**config.mk**
```make
export PLATFORM = sky130hd
export DESIGN_NAME = abx_exec
export DESIGN_NICKNAME = d
export VERILOG_FILES = /design/src/logic/abx_exec_end.sv /design/src/logic/abx_pkg.sv /design/src/logic/abx_alu.sv /design/src/logic/abx_exec.sv
export VERILOG_INCLUDE_DIRS = /design/src /design/src/logic
export SDC_FILE = /design/constraint.sdc
export NUM_CORES = 1
export LEC_CHECK = 0
export BUFFER_PORTS_ARGS = -buffer_cell sky130_fd_sc_hd__buf_2
export CAP_MARGIN = 40
export CORE_MARGIN = 3
export CORE_UTILIZATION = 49
export CTS_BUF_LIST = sky130_fd_sc_hd__clkbuf_4 sky130_fd_sc_hd__clkbuf_8
export CTS_CLUSTER_DIAMETER = 100
export DETAILED_ROUTE_END_ITERATION = 16
export PLACE_DENSITY = 0.9
export SKIP_CTS_REPAIR_TIMING = 1
export SLEW_MARGIN = 40
export SYNTH_ARGS = -nofsm -noshare
export SYNTH_HDL_FRONTEND = slang
export SYNTH_SLANG_ARGS = --single-unit
```
**constraint.sdc**
```tcl
create_clock -name aclk -period 3.2 [get_ports aclk]
set_clock_uncertainty 0.05 [all_clocks]
set_input_delay 0.64 -clock aclk [delete_from_list [all_inputs] [get_ports aclk]]
set_output_delay 0.64 -clock aclk [all_outputs]
set_load 0.1 [all_outputs]
```
**src/logic/abx_map.svh**
```systemverilog
`ifndef ABX_MAP_SVH
`define ABX_MAP_SVH

// ------------------------------------------------------------
// widths
// ------------------------------------------------------------
`define ABX_DW 8
`define ABX_FW 7
`define ABX_BIW 3
`define ABX_AXI_AW 8

// ------------------------------------------------------------
// timing: oscillator periods (aclk cycles) per instruction cycle
// ------------------------------------------------------------
`define ABX_OSC_PER_CYC 4

// ------------------------------------------------------------
// register byte offsets
// ------------------------------------------------------------
`define ABX_OFF_CTRL 8'h00
`define ABX_OFF_ACC 8'h04
`define ABX_OFF_STAT 8'h08

// ------------------------------------------------------------
// field positions
// ------------------------------------------------------------
`define ABX_CTRL_RUN 0
`define ABX_CTRL_IOA_LSB 8
`define ABX_CTRL_IOEN 15
`define ABX_STAT_C 0
`define ABX_STAT_DC 1
`define ABX_STAT_Z 2
`define ABX_STAT_SKIP 8

// ------------------------------------------------------------
// reset values and bus answers
// ------------------------------------------------------------
`define ABX_RUN_RST 1'b1
`define ABX_IOEN_RST 1'b0
`define ABX_IOA_RST 7'h06
`define ABX_ACC_RST 8'h00
`define ABX_RESP_OKAY 2'b00
`define ABX_RESP_SLVERR 2'b10

`endif

```
**src/logic/abx_exec_end.sv**
```systemverilog
`default_nettype none
`default_nettype wire

```
**src/logic/abx_pkg.sv**
```systemverilog
`include "abx_map.svh"
`default_nettype none

package abx_pkg;

  // ----------------------------------------------------------
  // operations handed over by the decoder
  // ----------------------------------------------------------
  typedef enum logic [3:0] {
    add_literal_op = 4'h0,
    add_register_op = 4'h1,
    and_register_op = 4'h2,
    and_literal_op = 4'h3,
    clear_bit_op = 4'h4,
    set_bit_op = 4'h5,
    skip_if_set_op = 4'h6,
    skip_if_clear_op = 4'h7,
    clear_register_op = 4'h8
  } abx_op_t;

  // ----------------------------------------------------------
  // instruction cycle phases, one-hot
  // ----------------------------------------------------------
  typedef enum logic [3:0] {
    ph_q1 = 4'b0001,
    ph_q2 = 4'b0010,
    ph_q3 = 4'b0100,
    ph_q4 = 4'b1000
  } abx_phase_t;

  typedef struct packed {
    abx_op_t op;
    logic [`ABX_DW-1:0] lit;
    logic [`ABX_FW-1:0] faddr;
    logic [`ABX_BIW-1:0] bit_idx;
    logic dest; // 0: accumulator, 1: file register
  } abx_instr_t;

  typedef struct packed {
    logic z;
    logic dc;
    logic c;
  } abx_flags_t;

  // ----------------------------------------------------------
  // complete state of the execution block
  // ----------------------------------------------------------
  typedef struct packed {
    abx_phase_t ph;
    abx_instr_t ins;
    logic live;
    logic skip_pend;
    logic op_ready;
    logic [`ABX_DW-1:0] acc;
    abx_flags_t fl;
    logic [`ABX_FW-1:0] rf_raddr;
    logic rf_we;
    logic [`ABX_FW-1:0] rf_waddr;
    logic [`ABX_DW-1:0] rf_wdata;
    logic skip_req;
    logic [`ABX_DW-1:0] pin_s1;
    logic [`ABX_DW-1:0] pin_s2;
    logic run;
    logic io_en;
    logic [`ABX_FW-1:0] io_addr;
    logic awready;
    logic wready;
    logic aw_have;
    logic w_have;
    logic [`ABX_AXI_AW-1:0] waddr;
    logic [31:0] wdata;
    logic [3:0] wstrb;
    logic bvalid;
    logic [1:0] bresp;
    logic arready;
    logic rvalid;
    logic [31:0] rdata;
    logic [1:0] rresp;
  } abx_state_t;

endpackage

`default_nettype wire

```
**src/logic/abx_alu.sv**
```systemverilog
`default_nettype none

// ------------------------------------------------------------
// adder / and unit with carry, nibble carry and zero
// ------------------------------------------------------------
module abx_alu #(
  parameter int W = 8
) (
  input wire logic [W-1:0] a,
  input wire logic [W-1:0] b,
  input wire logic use_and,
  output logic [W-1:0] y,
  output logic carry,
  output logic nib_carry,
  output logic zero
);

  logic [W:0] sum;
  logic [4:0] low_sum;

  if (W < 5) begin : g_chk
    $error("abx_alu needs at least 5 bits");
  end

  // full sum and low nibble sum
  assign sum = {1'b0, a} + {1'b0, b};
  assign low_sum = {1'b0, a[3:0]} + {1'b0, b[3:0]};

  // result and flags
  assign y = use_and ? (a & b) : sum[W-1:0];
  assign carry = sum[W];
  assign nib_carry = low_sum[4];
  assign zero = (y == '0);

endmodule

`default_nettype wire

```
**src/logic/abx_exec.sv**
```systemverilog
// Overview of operation
// - literal add puts accumulator plus 8-bit literal in accumulator; updates C, DC, Z.
// - register add sums accumulator with addressed file register; updates C, DC, Z.
// - destination bit 0 writes accumulator, 1 writes the file register back.
// - register AND goes to selected destination and changes only the zero flag.
// - literal AND puts result in accumulator and changes only the zero flag.
// - bit clear zeroes the indexed bit of the file register; flags untouched.
// - bit set forces the indexed bit to one; flags untouched, other bits kept except at the watched port, which takes the pin levels.
// - skip-if-set skips next instruction with an idle slot when bit is one.
// - skip-if-clear skips when bit is zero; neither skip test touches flags.
// - register clear writes zero to the file register and sets zero flag.
// - one instruction cycle is four clocks; non-skipping operations take one.
// - an I/O port register read as operand uses the synchronised pin levels.
`include "abx_map.svh"
`default_nettype none

module abx_exec
  import abx_pkg::*;
#(
  parameter int DATA_W = `ABX_DW,
  parameter int FADDR_W = `ABX_FW,
  parameter int ADDR_W = `ABX_AXI_AW
) (
  input wire logic aclk,
  input wire logic aresetn,
  input wire logic [ADDR_W-1:0] s_axi_awaddr,
  input wire logic [2:0] s_axi_awprot,
  input wire logic s_axi_awvalid,
  output logic s_axi_awready,
  input wire logic [31:0] s_axi_wdata,
  input wire logic [3:0] s_axi_wstrb,
  input wire logic s_axi_wvalid,
  output logic s_axi_wready,
  output logic [1:0] s_axi_bresp,
  output logic s_axi_bvalid,
  input wire logic s_axi_bready,
  input wire logic [ADDR_W-1:0] s_axi_araddr,
  input wire logic [2:0] s_axi_arprot,
  input wire logic s_axi_arvalid,
  output logic s_axi_arready,
  output logic [31:0] s_axi_rdata,
  output logic [1:0] s_axi_rresp,
  output logic s_axi_rvalid,
  input wire logic s_axi_rready,
  input wire logic op_valid,
  input wire abx_instr_t op_in,
  output logic op_ready,
  output logic [FADDR_W-1:0] rf_raddr,
  input wire logic [DATA_W-1:0] rf_rdata,
  output logic rf_we,
  output logic [FADDR_W-1:0] rf_waddr,
  output logic [DATA_W-1:0] rf_wdata,
  input wire logic [DATA_W-1:0] pin_level,
  output logic skip_req,
  output logic [DATA_W-1:0] acc_out,
  output logic [2:0] flags_out
);

  // ----------------------------------------------------------
  // elaboration checks
  // ----------------------------------------------------------
  if (DATA_W != `ABX_DW || FADDR_W != `ABX_FW || ADDR_W != `ABX_AXI_AW) begin : g_chk_w
    $error("abx_exec widths must match the map header");
  end
  if (`ABX_OSC_PER_CYC != 4) begin : g_chk_ph
    $error("abx_exec phase ring serves four clocks per cycle only");
  end

  // ----------------------------------------------------------
  // state and datapath wires
  // ----------------------------------------------------------
  abx_state_t st_r;
  abx_state_t st_nxt;
  logic [DATA_W-1:0] opnd;
  logic [DATA_W-1:0] mask;
  logic [DATA_W-1:0] alu_b;
  logic [DATA_W-1:0] alu_y;
  logic alu_and;
  logic alu_c;
  logic alu_dc;
  logic alu_z;
  logic bit_hit;
  logic [ADDR_W-1:0] rd_off;
  logic [ADDR_W-1:0] wr_off;

  // operand: pin levels for the watched port, file data otherwise
  assign opnd = (st_r.io_en && st_r.ins.faddr == st_r.io_addr) ?
                st_r.pin_s2 : rf_rdata;
  assign mask = DATA_W'(1) << st_r.ins.bit_idx;
  assign bit_hit = opnd[st_r.ins.bit_idx];

  // alu operand selection
  assign alu_b = (st_r.ins.op == add_literal_op || st_r.ins.op == and_literal_op) ?
                 st_r.ins.lit : opnd;
  assign alu_and = (st_r.ins.op == and_register_op || st_r.ins.op == and_literal_op);

  abx_alu #(
    .W(DATA_W)
  ) u_alu (
    .a(st_r.acc),
    .b(alu_b),
    .use_and(alu_and),
    .y(alu_y),
    .carry(alu_c),
    .nib_carry(alu_dc),
    .zero(alu_z)
  );

  // word-aligned offsets
  assign rd_off = {s_axi_araddr[ADDR_W-1:2], 2'b00};
  assign wr_off = {st_r.waddr[ADDR_W-1:2], 2'b00};

  // ----------------------------------------------------------
  // next-state logic
  // ----------------------------------------------------------
  always_comb begin
    st_nxt = st_r;
    st_nxt.rf_we = 1'b0;
    st_nxt.skip_req = 1'b0;

    // pin synchroniser
    st_nxt.pin_s1 = pin_level;
    st_nxt.pin_s2 = st_r.pin_s1;

    // axi write: address and data taken in either order
    if (st_r.bvalid && s_axi_bready) begin
      st_nxt.bvalid = 1'b0;
    end
    if (s_axi_awvalid && st_r.awready) begin
      st_nxt.aw_have = 1'b1;
      st_nxt.waddr = s_axi_awaddr;
    end
    if (s_axi_wvalid && st_r.wready) begin
      st_nxt.w_have = 1'b1;
      st_nxt.wdata = s_axi_wdata;
      st_nxt.wstrb = s_axi_wstrb;
    end
    if (st_nxt.aw_have && st_nxt.w_have && !st_nxt.bvalid) begin
      st_nxt.aw_have = 1'b0;
      st_nxt.w_have = 1'b0;
      st_nxt.bvalid = 1'b1;
      st_nxt.bresp = `ABX_RESP_OKAY;
      unique case ({st_nxt.waddr[ADDR_W-1:2], 2'b00})
        `ABX_OFF_CTRL: begin
          if (st_nxt.wstrb[0]) begin
            st_nxt.run = st_nxt.wdata[`ABX_CTRL_RUN];
          end
          if (st_nxt.wstrb[1]) begin
            st_nxt.io_addr = st_nxt.wdata[`ABX_CTRL_IOA_LSB +: FADDR_W];
            st_nxt.io_en = st_nxt.wdata[`ABX_CTRL_IOEN];
          end
        end
        `ABX_OFF_ACC: begin
          if (st_nxt.wstrb[0]) begin
            st_nxt.acc = st_nxt.wdata[DATA_W-1:0];
          end
        end
        `ABX_OFF_STAT: begin
          if (st_nxt.wstrb[0]) begin
            st_nxt.fl.c = st_nxt.wdata[`ABX_STAT_C];
            st_nxt.fl.dc = st_nxt.wdata[`ABX_STAT_DC];
            st_nxt.fl.z = st_nxt.wdata[`ABX_STAT_Z];
          end
        end
        default: begin
          st_nxt.bresp = `ABX_RESP_SLVERR;
        end
      endcase
    end
    st_nxt.awready = !st_nxt.aw_have && !st_nxt.bvalid;
    st_nxt.wready = !st_nxt.w_have && !st_nxt.bvalid;

    // axi read: one-cycle answer
    if (st_r.rvalid && s_axi_rready) begin
      st_nxt.rvalid = 1'b0;
    end
    if (s_axi_arvalid && st_r.arready) begin
      st_nxt.rvalid = 1'b1;
      st_nxt.rresp = `ABX_RESP_OKAY;
      st_nxt.rdata = 32'h0000_0000;
      unique case (rd_off)
        `ABX_OFF_CTRL: begin
          st_nxt.rdata[`ABX_CTRL_RUN] = st_r.run;
          st_nxt.rdata[`ABX_CTRL_IOA_LSB +: FADDR_W] = st_r.io_addr;
          st_nxt.rdata[`ABX_CTRL_IOEN] = st_r.io_en;
        end
        `ABX_OFF_ACC: begin
          st_nxt.rdata[DATA_W-1:0] = st_r.acc;
        end
        `ABX_OFF_STAT: begin
          st_nxt.rdata[`ABX_STAT_C] = st_r.fl.c;
          st_nxt.rdata[`ABX_STAT_DC] = st_r.fl.dc;
          st_nxt.rdata[`ABX_STAT_Z] = st_r.fl.z;
          st_nxt.rdata[`ABX_STAT_SKIP] = st_r.skip_pend;
        end
        default: begin
          st_nxt.rresp = `ABX_RESP_SLVERR;
        end
      endcase
    end
    st_nxt.arready = !st_nxt.rvalid;

    // four-phase instruction cycle; execution wins over software writes
    unique case (st_r.ph)
      ph_q1: begin
        st_nxt.ph = ph_q2;
        st_nxt.op_ready = 1'b0;
        st_nxt.live = 1'b0;
        if (st_r.op_ready && op_valid) begin
          st_nxt.ins = op_in;
          st_nxt.rf_raddr = op_in.faddr;
          st_nxt.live = !st_r.skip_pend;
        end
        st_nxt.skip_pend = 1'b0;
      end
      ph_q2: begin
        st_nxt.ph = ph_q3;
      end
      ph_q3: begin
        st_nxt.ph = ph_q4;
        st_nxt.rf_waddr = st_r.ins.faddr;
        if (st_r.live) begin
          unique case (st_r.ins.op)
            add_literal_op: begin
              st_nxt.acc = alu_y;
              st_nxt.fl = '{z: alu_z, dc: alu_dc, c: alu_c};
            end
            add_register_op, and_register_op: begin
              if (st_r.ins.dest) begin
                st_nxt.rf_we = 1'b1;
                st_nxt.rf_wdata = alu_y;
              end else begin
                st_nxt.acc = alu_y;
              end
              st_nxt.fl.z = alu_z;
              if (st_r.ins.op == add_register_op) begin
                st_nxt.fl.c = alu_c;
                st_nxt.fl.dc = alu_dc;
              end
            end
            and_literal_op: begin
              st_nxt.acc = alu_y;
              st_nxt.fl.z = alu_z;
            end
            clear_bit_op: begin
              st_nxt.rf_we = 1'b1;
              st_nxt.rf_wdata = opnd & ~mask;
            end
            set_bit_op: begin
              st_nxt.rf_we = 1'b1;
              st_nxt.rf_wdata = opnd | mask;
            end
            skip_if_set_op: begin
              st_nxt.skip_req = bit_hit;
              st_nxt.skip_pend = bit_hit;
            end
            skip_if_clear_op: begin
              st_nxt.skip_req = !bit_hit;
              st_nxt.skip_pend = !bit_hit;
            end
            clear_register_op: begin
              st_nxt.rf_we = 1'b1;
              st_nxt.rf_wdata = '0;
              st_nxt.fl.z = 1'b1;
            end
            default: begin
            end
          endcase
        end
      end
      ph_q4: begin
        st_nxt.ph = ph_q1;
        st_nxt.op_ready = st_r.run;
      end
      default: begin
        st_nxt.ph = ph_q1;
        st_nxt.op_ready = 1'b0;
      end
    endcase
  end

  // ----------------------------------------------------------
  // state register
  // ----------------------------------------------------------
  always_ff @(posedge aclk) begin
    if (!aresetn) begin
      st_r <= '0;
      st_r.ph <= ph_q1;
      st_r.ins.op <= add_literal_op;
      st_r.run <= `ABX_RUN_RST;
      st_r.io_en <= `ABX_IOEN_RST;
      st_r.io_addr <= `ABX_IOA_RST;
      st_r.acc <= `ABX_ACC_RST;
    end else begin
      st_r <= st_nxt;
    end
  end

  // ----------------------------------------------------------
  // outputs, all straight from the state register
  // ----------------------------------------------------------
  assign s_axi_awready = st_r.awready;
  assign s_axi_wready = st_r.wready;
  assign s_axi_bresp = st_r.bresp;
  assign s_axi_bvalid = st_r.bvalid;
  assign s_axi_arready = st_r.arready;
  assign s_axi_rdata = st_r.rdata;
  assign s_axi_rresp = st_r.rresp;
  assign s_axi_rvalid = st_r.rvalid;
  assign op_ready = st_r.op_ready;
  assign rf_raddr = st_r.rf_raddr;
  assign rf_we = st_r.rf_we;
  assign rf_waddr = st_r.rf_waddr;
  assign rf_wdata = st_r.rf_wdata;
  assign skip_req = st_r.skip_req;
  assign acc_out = st_r.acc;
  assign flags_out = st_r.fl;

endmodule

`default_nettype wire

```
* Yosys cells after proc, flatten, opt, wreduce, memory -nomap -nowiden
Index checks and enable logic that the tools add are counted.
** Word-level totals
- Register bits :: 138
- Bits in latches :: 0
- RAM bits :: 0
- Memory bits (read-only) :: 0
- Input bits :: 105
- Word-level logic and storage cells :: 148
- Memories kept :: 0
** Operators by class
- Add/subtract/negate cells :: 2
- $mul :: 0
- Div/mod/pow operators :: 0
- Magnitude comparators :: 1
- Eq/ne operators :: 20
- Shift operators :: 1
- Multiplexer cells :: 44
- Bitwise logic cells :: 4
- Reduce and logical (&&, ||, !) cells :: 39
** Operator list (count)
- 8-bit 2-to-1 mux :: 8
- 35-bit 2-to-1 mux :: 1
- 11-bit 2-to-1 mux :: 3
- 8-bit case mux with 4 select lines :: 1
- 4-bit by 3-bit equality test with 1-bit output (second input constant) :: 5
- 20-bit 2-to-1 mux :: 1
- 8-bit bitwise AND :: 2
- 8-bit logical NOT :: 2
- 8-bit case mux with 2 select lines :: 1
- 1-bit case mux with 2 select lines :: 7
- 4-bit by 2-bit equality test with 1-bit output (second input constant) :: 3
- 6-bit by 1-bit equality test with 1-bit output (second input constant) :: 2
- 6-bit by 2-bit equality test with 1-bit output (second input constant) :: 2
- 4-bit case mux with 3 select lines :: 1
- 3-bit AND reduction :: 4
- 1-bit logical AND :: 11
- 8-bit by 8-bit adder with 9-bit output :: 1
- 3-bit 2-to-1 mux :: 3
- 3-bit OR reduction :: 3
- 4-bit by 1-bit equality test with 1-bit output (second input constant) :: 2
- 4-bit equality test (second input constant) :: 2
- 1-bit 2-to-1 mux :: 8
- 2-bit 2-to-1 mux :: 4
- 8-bit inverter :: 1
- 22 further kinds :: 33

* Logic depth before layout (Yosys ltp)
Gate-level depths: netlist of the first run.
- Depth in word-level cells :: 10
- Gate-level depth with buffers :: 16

* Cells and area by module
A second synthesis of the first run with hierarchy kept.
** Second synthesis, totals
- Cells, all modules :: 754
- Area total of the unflattened synthesis :: 6726.5 um^2
** By module, submodules not included
- abx_exec :: times used 1, cells an instance 686, area an instance 6219.7 um^2, sequential area each 2642.5 um^2
- abx_alu :: times used 1, cells an instance 68, area an instance 506.7 um^2, sequential area each 0.0 um^2

* Least setup slack after synthesis of the first run
No wires, ideal clock.
- Kind :: register to register
- Start :: register rf_raddr[6] (netlist name)
- End :: register st_r, in the netlist flags_out[2]
- Setup time :: 0.101 ns
- Arrival :: 2.979 ns
- Slack :: 0.071 ns
- Stages on the path, launching flop included :: 16
- Path buffers :: 1
- Period minus slack after synthesis :: 3.129 ns
- Path through :: dfxtp_1 xnor2_1 nand4_1 nor2_1 buf_6 mux2i_1 a21oi_1 ha_1 inv_1 fa_1 nor2b_1 o21ai_0 a21oi_1 mux2i_1 o21ai_0 o41ai_1
** RTL lines
- to (signal assigned) :: line abx_exec.sv:295 : st_r <= st_nxt;
- to (decl) :: line abx_exec.sv:72 : abx_state_t st_r;

==> results.toml, run 1 <==
[finish]
drive_gt1_share_pct = 31.7
final_nets = 985
insertedDiodeCount = 0
syn_to_final_growth_pct = 20.1
final_cells = 1054

[critical_path]
cp-start-kind = "register"
path_class = "register to register"
cp.required_ns = 3.49
cp.arrival_ns = 3.51
cp_max_fo = 5
startpoint = "rf_raddr[1]"
r2r_setup_slack_ns = -0.02
cp-end-kind = "register"
r2r-start = "rf_raddr[1]"

[timing]
slew_headroom_pct = 51.3
rsz0062_at_grt = "yes"
tns_ns = -0.0153
fmax_mhz = 311
tightest_slew_ns = 0.730
hold_violations = 0
hold_ws_ns = 0.349
finalWorstSetupSlack_ns = -0.0153
drv_slew = 0
final_min_period_over_clock_period_pct = 100
fin_crit_ns = 3.22
setup_viol = 1

[clocking]
cts_sinks = 132
cts_tree = "yes"
cts.clk_slew.worst_paths_ns = 0.08
root_buffer = "clkbuf_8"
numCtsBuffers = 17
cts_max_level = 4
clk_path_buf_depth = 2
clk_latency_ns = 0.44

[yosys]
synth.distinct_cells = 59
synth_area_mm2 = 0.00644
synth-seq-cells = 132
async_flop_share_pct = 0
synth_flop_cell = "dfxtp_1"
synth-seq-area-share_pct = 41.0
synth_warnings = 0
synthesis.instances = 748
avgSynthCellArea_um2 = 8.61
synth_edf_count = 0

[power_and_ir_drop]
internal_power_mw = 2.60
seqPwrFrac_pct = 48.1
irDropWorstVdd_mv = 0.393
combPwrFrac_pct = 10.9
cellPowerDensity_mw_per_mm2 = 460
p_sw_mw = 0.952
switching_share_pct = 26.8
p_total_mw = 3.56
pwr-share-clk_pct = 40.9
leakagePower_nw = 3.35

[routing]
wire_per_inst_um = 15.3
vias = 5579
ant_nets = 0
wl_um = 16200
drtPass1Iterations = 5
post_drt_via_cell_ratio = 5.29
drcViolationCount = 0
drt_iter0_drc = 382

[global_route]
grt_pass1_vias = 4958
grt_first_pass_wirelength_um = 24800
grt_max_degree = 49
grt_usage_pct = 21.7
antenna_found_initial = 0
grt_remaining_overflow = 0

[placed_design]
placed_cells = 1017
dp_hpwl_um = 12000
io_buffer_count = 135
dp_slack_ns = -0.155
gp_congestion = 0.890

[die]
core-area_mm2 = 0.0127
rows = 41
initial_core_util_pct = 50.6
die_area_mm2 = 0.0146
io_pins = 182
die_y_um = 121
die-width_um = 121

[outcome]
outcome = "finished with violations"
violations = "setup timing"

[worst_hold_path]
hp-start = "pin_level[0]"
min_path_type = "input port to register"

[flow_run]
drv_cap = 0
==> area by class of cell <==
type,instances,area (um^2)
fillers,1128,4990
multi-input cells,514,3300
flip-flops and latches,132,2660
repair buffers,189,1090
clock buffers,20,263
well taps,172,215
clock inverters,12,154
inverters,15,56.3
==> state kept, by name, summed over array words and instances (netlist names), 3 cells and up <==
name and cells:
acc_out 8, flags_out 3, st_r 65, rf_raddr 7, st_nxt 8, rf_waddr 7, rf_wdata 8, s_axi_rdata 16
==> through the flow <==
| step | cell area, um^2 | utilization, % |
|---|---|---|
| CTS | 7520 | 59.1 |
| detailed placement | 7100 | 55.8 |
| global route | 7740 | 60.8 |
| global placement | 7100 | 55.8 |
| finish | 7740 | 60.8 |
| floorplan | 6510 | - |
==> critical path, cell delays in order (launching register included) <==
cell,delay (ns)
dfxtp_2,0.34
xnor2_1,0.15
nand4_1,0.12
nor2_1,0.11
buf_4,0.18
buf_6,0.13
buf_4,0.15
buf_4,0.16
mux2i_2,0.31
a21oi_1,0.19
ha_1,0.37
nand2b_1,0.12
a21oi_1,0.06
a21oi_1,0.25
nand2_1,0.12
o41ai_2,0.29
==> routing by layer <==
layer / GRT usage (%) / routed length [um] / vias to the layer above / part of all wire [%]
met5: 0 / 0 / - / 0
met4: 7.15 / 397 / 0 / 2.5
met3: 6.31 / 1350 / 36 / 8.4
met2: 33.5 / 7410 / 226 / 46
met1: 29.1 / 7000 / 2580 / 43
li1: - / - / 2737 / -
==> logic make-up (layout without fill, tap and decap cells) <==
family,Yosys count,in the layout,synth area share (%)
adder cells (fa/ha/maj),11,11,2.25
buffers and inverters,119,236,11.2
AO/OA/AOI/OAI,142,142,13.6
flip-flops,132,132,41.0
AND/OR/NAND/NOR,273,273,20.1
other,1,18,0.0582
XOR/XNOR,12,12,1.63
multiplexers,58,58,10.1
==> power groups by stage <==
| stage | clock network [mW] | registers [mW] | logic, mW |
|---|---|---|---|
| 2_1_floorplan | 0 | 1.78 | 0.266 |
| 3_3_place_gp | 0 | 1.74 | 0.373 |
| 3_5_place_dp | 0 | 1.75 | 0.379 |
| 4_1_cts | 1.48 | 1.71 | 0.381 |
| 5_1_grt | 1.55 | 1.72 | 0.416 |
| 6_report | 1.45 | 1.71 | 0.389 |
==> cells in the final DEF (no fill, tap or decap), types with 5 or more instances in the layout <==
cell      instances
dfxtp_2           7
nor3_1           10
a21oi_1          61
a22oi_1          15
buf_4            51
o21ai_0          10
mux2i_1          38
a21oi_2           5
nor2b_1           5
conb_1           18
buf_2           135
nand2_1          86
mux2_2            8
ha_1              9
nor2_1           96
a31oi_1           6
and2_1           24
mux4_2            5
clkbuf_8         18
o21a_1            6
o211ai_1          6
nand3_1          11
dfxtp_1         124
nor3b_1           5
inv_1            13
a211oi_1         13
xnor2_1           8
==> final timing paths <==
| check | cells past startpoint | to |
|---|---|---|
| worst min-delay path | 2 | st_nxt[96] |
| worst max register to register | 15 | flags_out[2] |
| worst min register to register | 1 | st_r[100] |
| worst max-delay path | 15 | flags_out[2] |
==> synthesized netlist by cell type (7+ instances only) <==
library cell | n | share of area, %
a211oi_1 | 14 | 1.6
a21oi_1 | 65 | 5.0
a22oi_1 | 15 | 1.7
a31oi_1 | 7 | 0.68
and2_1 | 25 | 2.4
buf_4 | 69 | 8.0
clkbuf_1 | 27 | 1.6
dfxtp_1 | 132 | 41
ha_1 | 10 | 1.9
inv_1 | 14 | 0.82
mux2_2 | 8 | 1.4
mux2i_1 | 45 | 7.0
nand2_1 | 87 | 5.1
nand3_1 | 11 | 0.85
nor2_1 | 97 | 5.7
nor3_1 | 10 | 0.78
o21ai_0 | 13 | 1.0
xnor2_1 | 10 | 1.4
No activity file was read; power rests on OpenSTA's default activity.
==> run 2, diff against run 1 <==
--- a/config.mk
+++ b/config.mk
@@ -13,9 +13,11 @@
 export CTS_BUF_LIST = sky130_fd_sc_hd__clkbuf_4 sky130_fd_sc_hd__clkbuf_8
 export CTS_CLUSTER_DIAMETER = 100
 export DETAILED_ROUTE_END_ITERATION = 16
-export PLACE_DENSITY = 0.9
+export MAX_ROUTING_LAYER = met4
+export PLACE_DENSITY = 0.89
 export SKIP_CTS_REPAIR_TIMING = 1
 export SLEW_MARGIN = 40
 export SYNTH_ARGS = -nofsm -noshare
 export SYNTH_HDL_FRONTEND = slang
+export SYNTH_HIERARCHICAL = 1
 export SYNTH_SLANG_ARGS = --single-unit
==> run 2 against run 1 <==
Effect of this change: the flow still finishes with violations (setup timing); clock power shrank 3%; global-route usage up 0.082 points; synthesized cell count is 0.80% higher; maximum frequency shrank 12%; critical path depth unchanged; flip-flop and latch count is the same; synthesized area increased by 4.4%; clock-buffer cell count unchanged; critical path type unchanged.
==> results.toml, run 2 <==
[outcome]
outcome = "finished with violations"
violations = "setup timing"

[power_and_ir_drop]
cellPowerDensity_mw_per_mm2 = 432
internal_power_mw = 2.57
p_sw_mw = 0.963
p_total_mw = 3.53
seqPwrFrac_pct = 48.5
leakagePower_nw = 3.51
irDropWorstVdd_mv = 0.253
combPwrFrac_pct = 11.6
pwr-share-clk_pct = 39.9
switching_share_pct = 27.3

[critical_path]
cp.arrival_ns = 4.00
cp-end-kind = "register"
reg2reg_to = "flags_out[2]"
r2r-start = "st_r[89]"
critPathCapture = "flags_out[2]"
path_class = "register to register"
worstRegToRegCells = 15
cp_max_fo = 5
cp-start-kind = "register"
cp.required_ns = 3.55
startpoint = "st_r[89]"
r2r_setup_slack_ns = -0.46

[die]
die_y_um = 123
die_area_mm2 = 0.0152
die-width_um = 123
initial_core_util_pct = 50.4
core-area_mm2 = 0.0133
rows = 42
io_pins = 182

[yosys]
synth_area_leaders = "dfxtp_1 (39%), buf_4 (7.7%), mux2i_1 (6.8%), nand2_1 (6.3%), a21boi_0 (4.2%)"
synth_top_cell_by_area = "dfxtp_1"
synth_top_area_share_pct = 39.3
synth.distinct_cells = 65
synth_area_mm2 = 0.00673
synth_common_cells = "dfxtp_1 (132), nand2_1 (112), buf_4 (69)"
synth_edf_count = 0
synth-simple-area-share_pct = 21.2
avgSynthCellArea_um2 = 8.92
synth-seq-cells = 132
synth-xor-area-share_pct = 1.56
synth_flop_cell = "dfxtp_1"
async_flop_share_pct = 0
yosys.area_share.adder_pct = 1.67
synthesis.instances = 754
synth-seq-area-share_pct = 39.3
synthMuxAreaShare_pct = 9.36
synth.most_common_cell = "dfxtp_1"
synth_compound_area_share_pct = 16.3
synth_top_family_by_area = "simple AND/OR/NAND/NOR gates"
synth_warnings = 6

[timing]
drv_slew = 0
finalWorstSetupSlack_ns = -0.456
slew_headroom_pct = 52.3
tightest_slew_ns = 0.710
fin_crit_ns = 3.66
final_min_period_over_clock_period_pct = 114
fmax_mhz = 274
hold_ws_ns = 0.344
tns_ns = -0.747
rsz0062_at_grt = "yes"
setup_viol = 4
hold_violations = 0

[global_route]
grt_max_degree = 70
grt_first_pass_wirelength_um = 25000
grt_usage_pct = 21.7
antenna_found_initial = 0
grt_pass1_vias = 5162
grt_remaining_overflow = 0

[clocking]
clk_latency_ns = 0.46
root_buffer = "clkbuf_8"
cts_max_level = 4
clk_path_buf_depth = 2
cts.clk_slew.worst_paths_ns = 0.08
cts_sinks = 132
cts_tree = "yes"
numCtsBuffers = 17

[placed_design]
placed_cells = 1039
dp_hpwl_um = 12000
io_buffer_count = 135
placed_cell_area_mm2 = 0.00752
gp_congestion = 0.906
dp_slack_ns = -0.299

[worst_hold_path]
min_path_type = "input port to register"

[finish]
final_nets = 999
layout.cells.most_common = "buf_2"
fin_util_pct = 61.2
drive_gt1_share_pct = 33.9
syn_to_final_growth_pct = 21.4
top_register = "st_r"
mostFrequentLayoutCells = "buf_2 (135), dfxtp_1 (123), nand2_1 (111), buf_4 (64), mux2i_1 (40)"
final_cells = 1073
fill_cells = 1159
largest_reg_flops = 65
insertedDiodeCount = 0
stdcell_area_mm2 = 0.00817

[routing]
ant_nets = 0
drcViolationCount = 0
post_drt_via_cell_ratio = 5.20
drt_iter0_drc = 373
wire_per_inst_um = 15.7
drtPass1Iterations = 5
wl_um = 16800
vias = 5578

[flow_run]
drv_cap = 0
run 2: changes by cell type after synthesis, sizes merged, moves of 10 or more:
cell,previous run,this run
a21oi,66,30
nor2b,6,39
inv,15,5
nor2,97,31
o21ai,13,24
a211oi,14,3
nand2,87,114
a21boi,0,40
run 2: cells by family after synthesis:
family / after synthesis
AO/OA/AOI/OAI: 155
XOR/XNOR: 12
adder cells (fa/ha/maj): 9
buffers and inverters: 114
flip-flops: 132
multiplexers: 58
other: 1
AND/OR/NAND/NOR: 273
run 2: how the worst min path moves through the flow:
| stage | startpoint | endpoint | slack, ns | cells past startpoint |
|---|---|---|---|---|
| finish | pin_level[0] | st_nxt[96] | 0.34 | 2 |
| floorplan | st_r[84] | s_axi_awready | 0.35 | 1 |
| CTS | pin_level[2] | st_nxt[98] | 0.32 | 2 |
| detailed placement | st_r[83] | s_axi_wready | 0.36 | 1 |
| global route | pin_level[4] | st_nxt[100] | 0.32 | 2 |
| global placement | st_r[83] | s_axi_wready | 0.35 | 1 |
run 2: worst max-delay path: stages, from the launching register on:
cell and delay (ns):
dfxtp_1 0.41, xnor2_2 0.15, nand4_1 0.19, nor2_4 0.27, buf_6 0.15, mux2i_4 0.25, a21oi_4 0.10, ha_4 0.25
a21o_1 0.16, a211oi_1 0.36, o31ai_2 0.11, or4_4 0.50, nor4_2 0.17, mux2i_1 0.10, o32ai_1 0.22, and2_1 0.15
run 2: layer usage:
| layer | track usage, % | share of wire [%] | up-vias |
|---|---|---|---|
| met5 | - | 0 | - |
| met4 | 7.61 | 3.1 | 0 |
| met3 | 5.03 | 5.0 | 37 |
| met2 | 34.0 | 47 | 176 |
| met1 | 27.7 | 45 | 2584 |
| li1 | - | - | 2781 |
run 2: layout make-up:
type | count | area, um^2 | area share, %
Multi-Input combinational cell | 525 | 3650 | 44.7
Sequential cell | 132 | 2650 | 32.5
Timing Repair Buffer | 204 | 1220 | 15.0
Clock buffer | 20 | 275 | 3.37
Tap cell | 176 | 220 | 2.70
Clock inverter | 11 | 125 | 1.53
Inverter | 5 | 18.8 | 0.230
run 2: power groups by stage:
stage | clock [mW] | combinational (mW) | sequential [mW]
CTS | 1.44 | 0.401 | 1.71
global placement | 0 | 0.394 | 1.74
global route | 1.51 | 0.437 | 1.72
floorplan | 0 | 0.279 | 1.78
detailed placement | 0 | 0.399 | 1.75
finish | 1.41 | 0.410 | 1.71
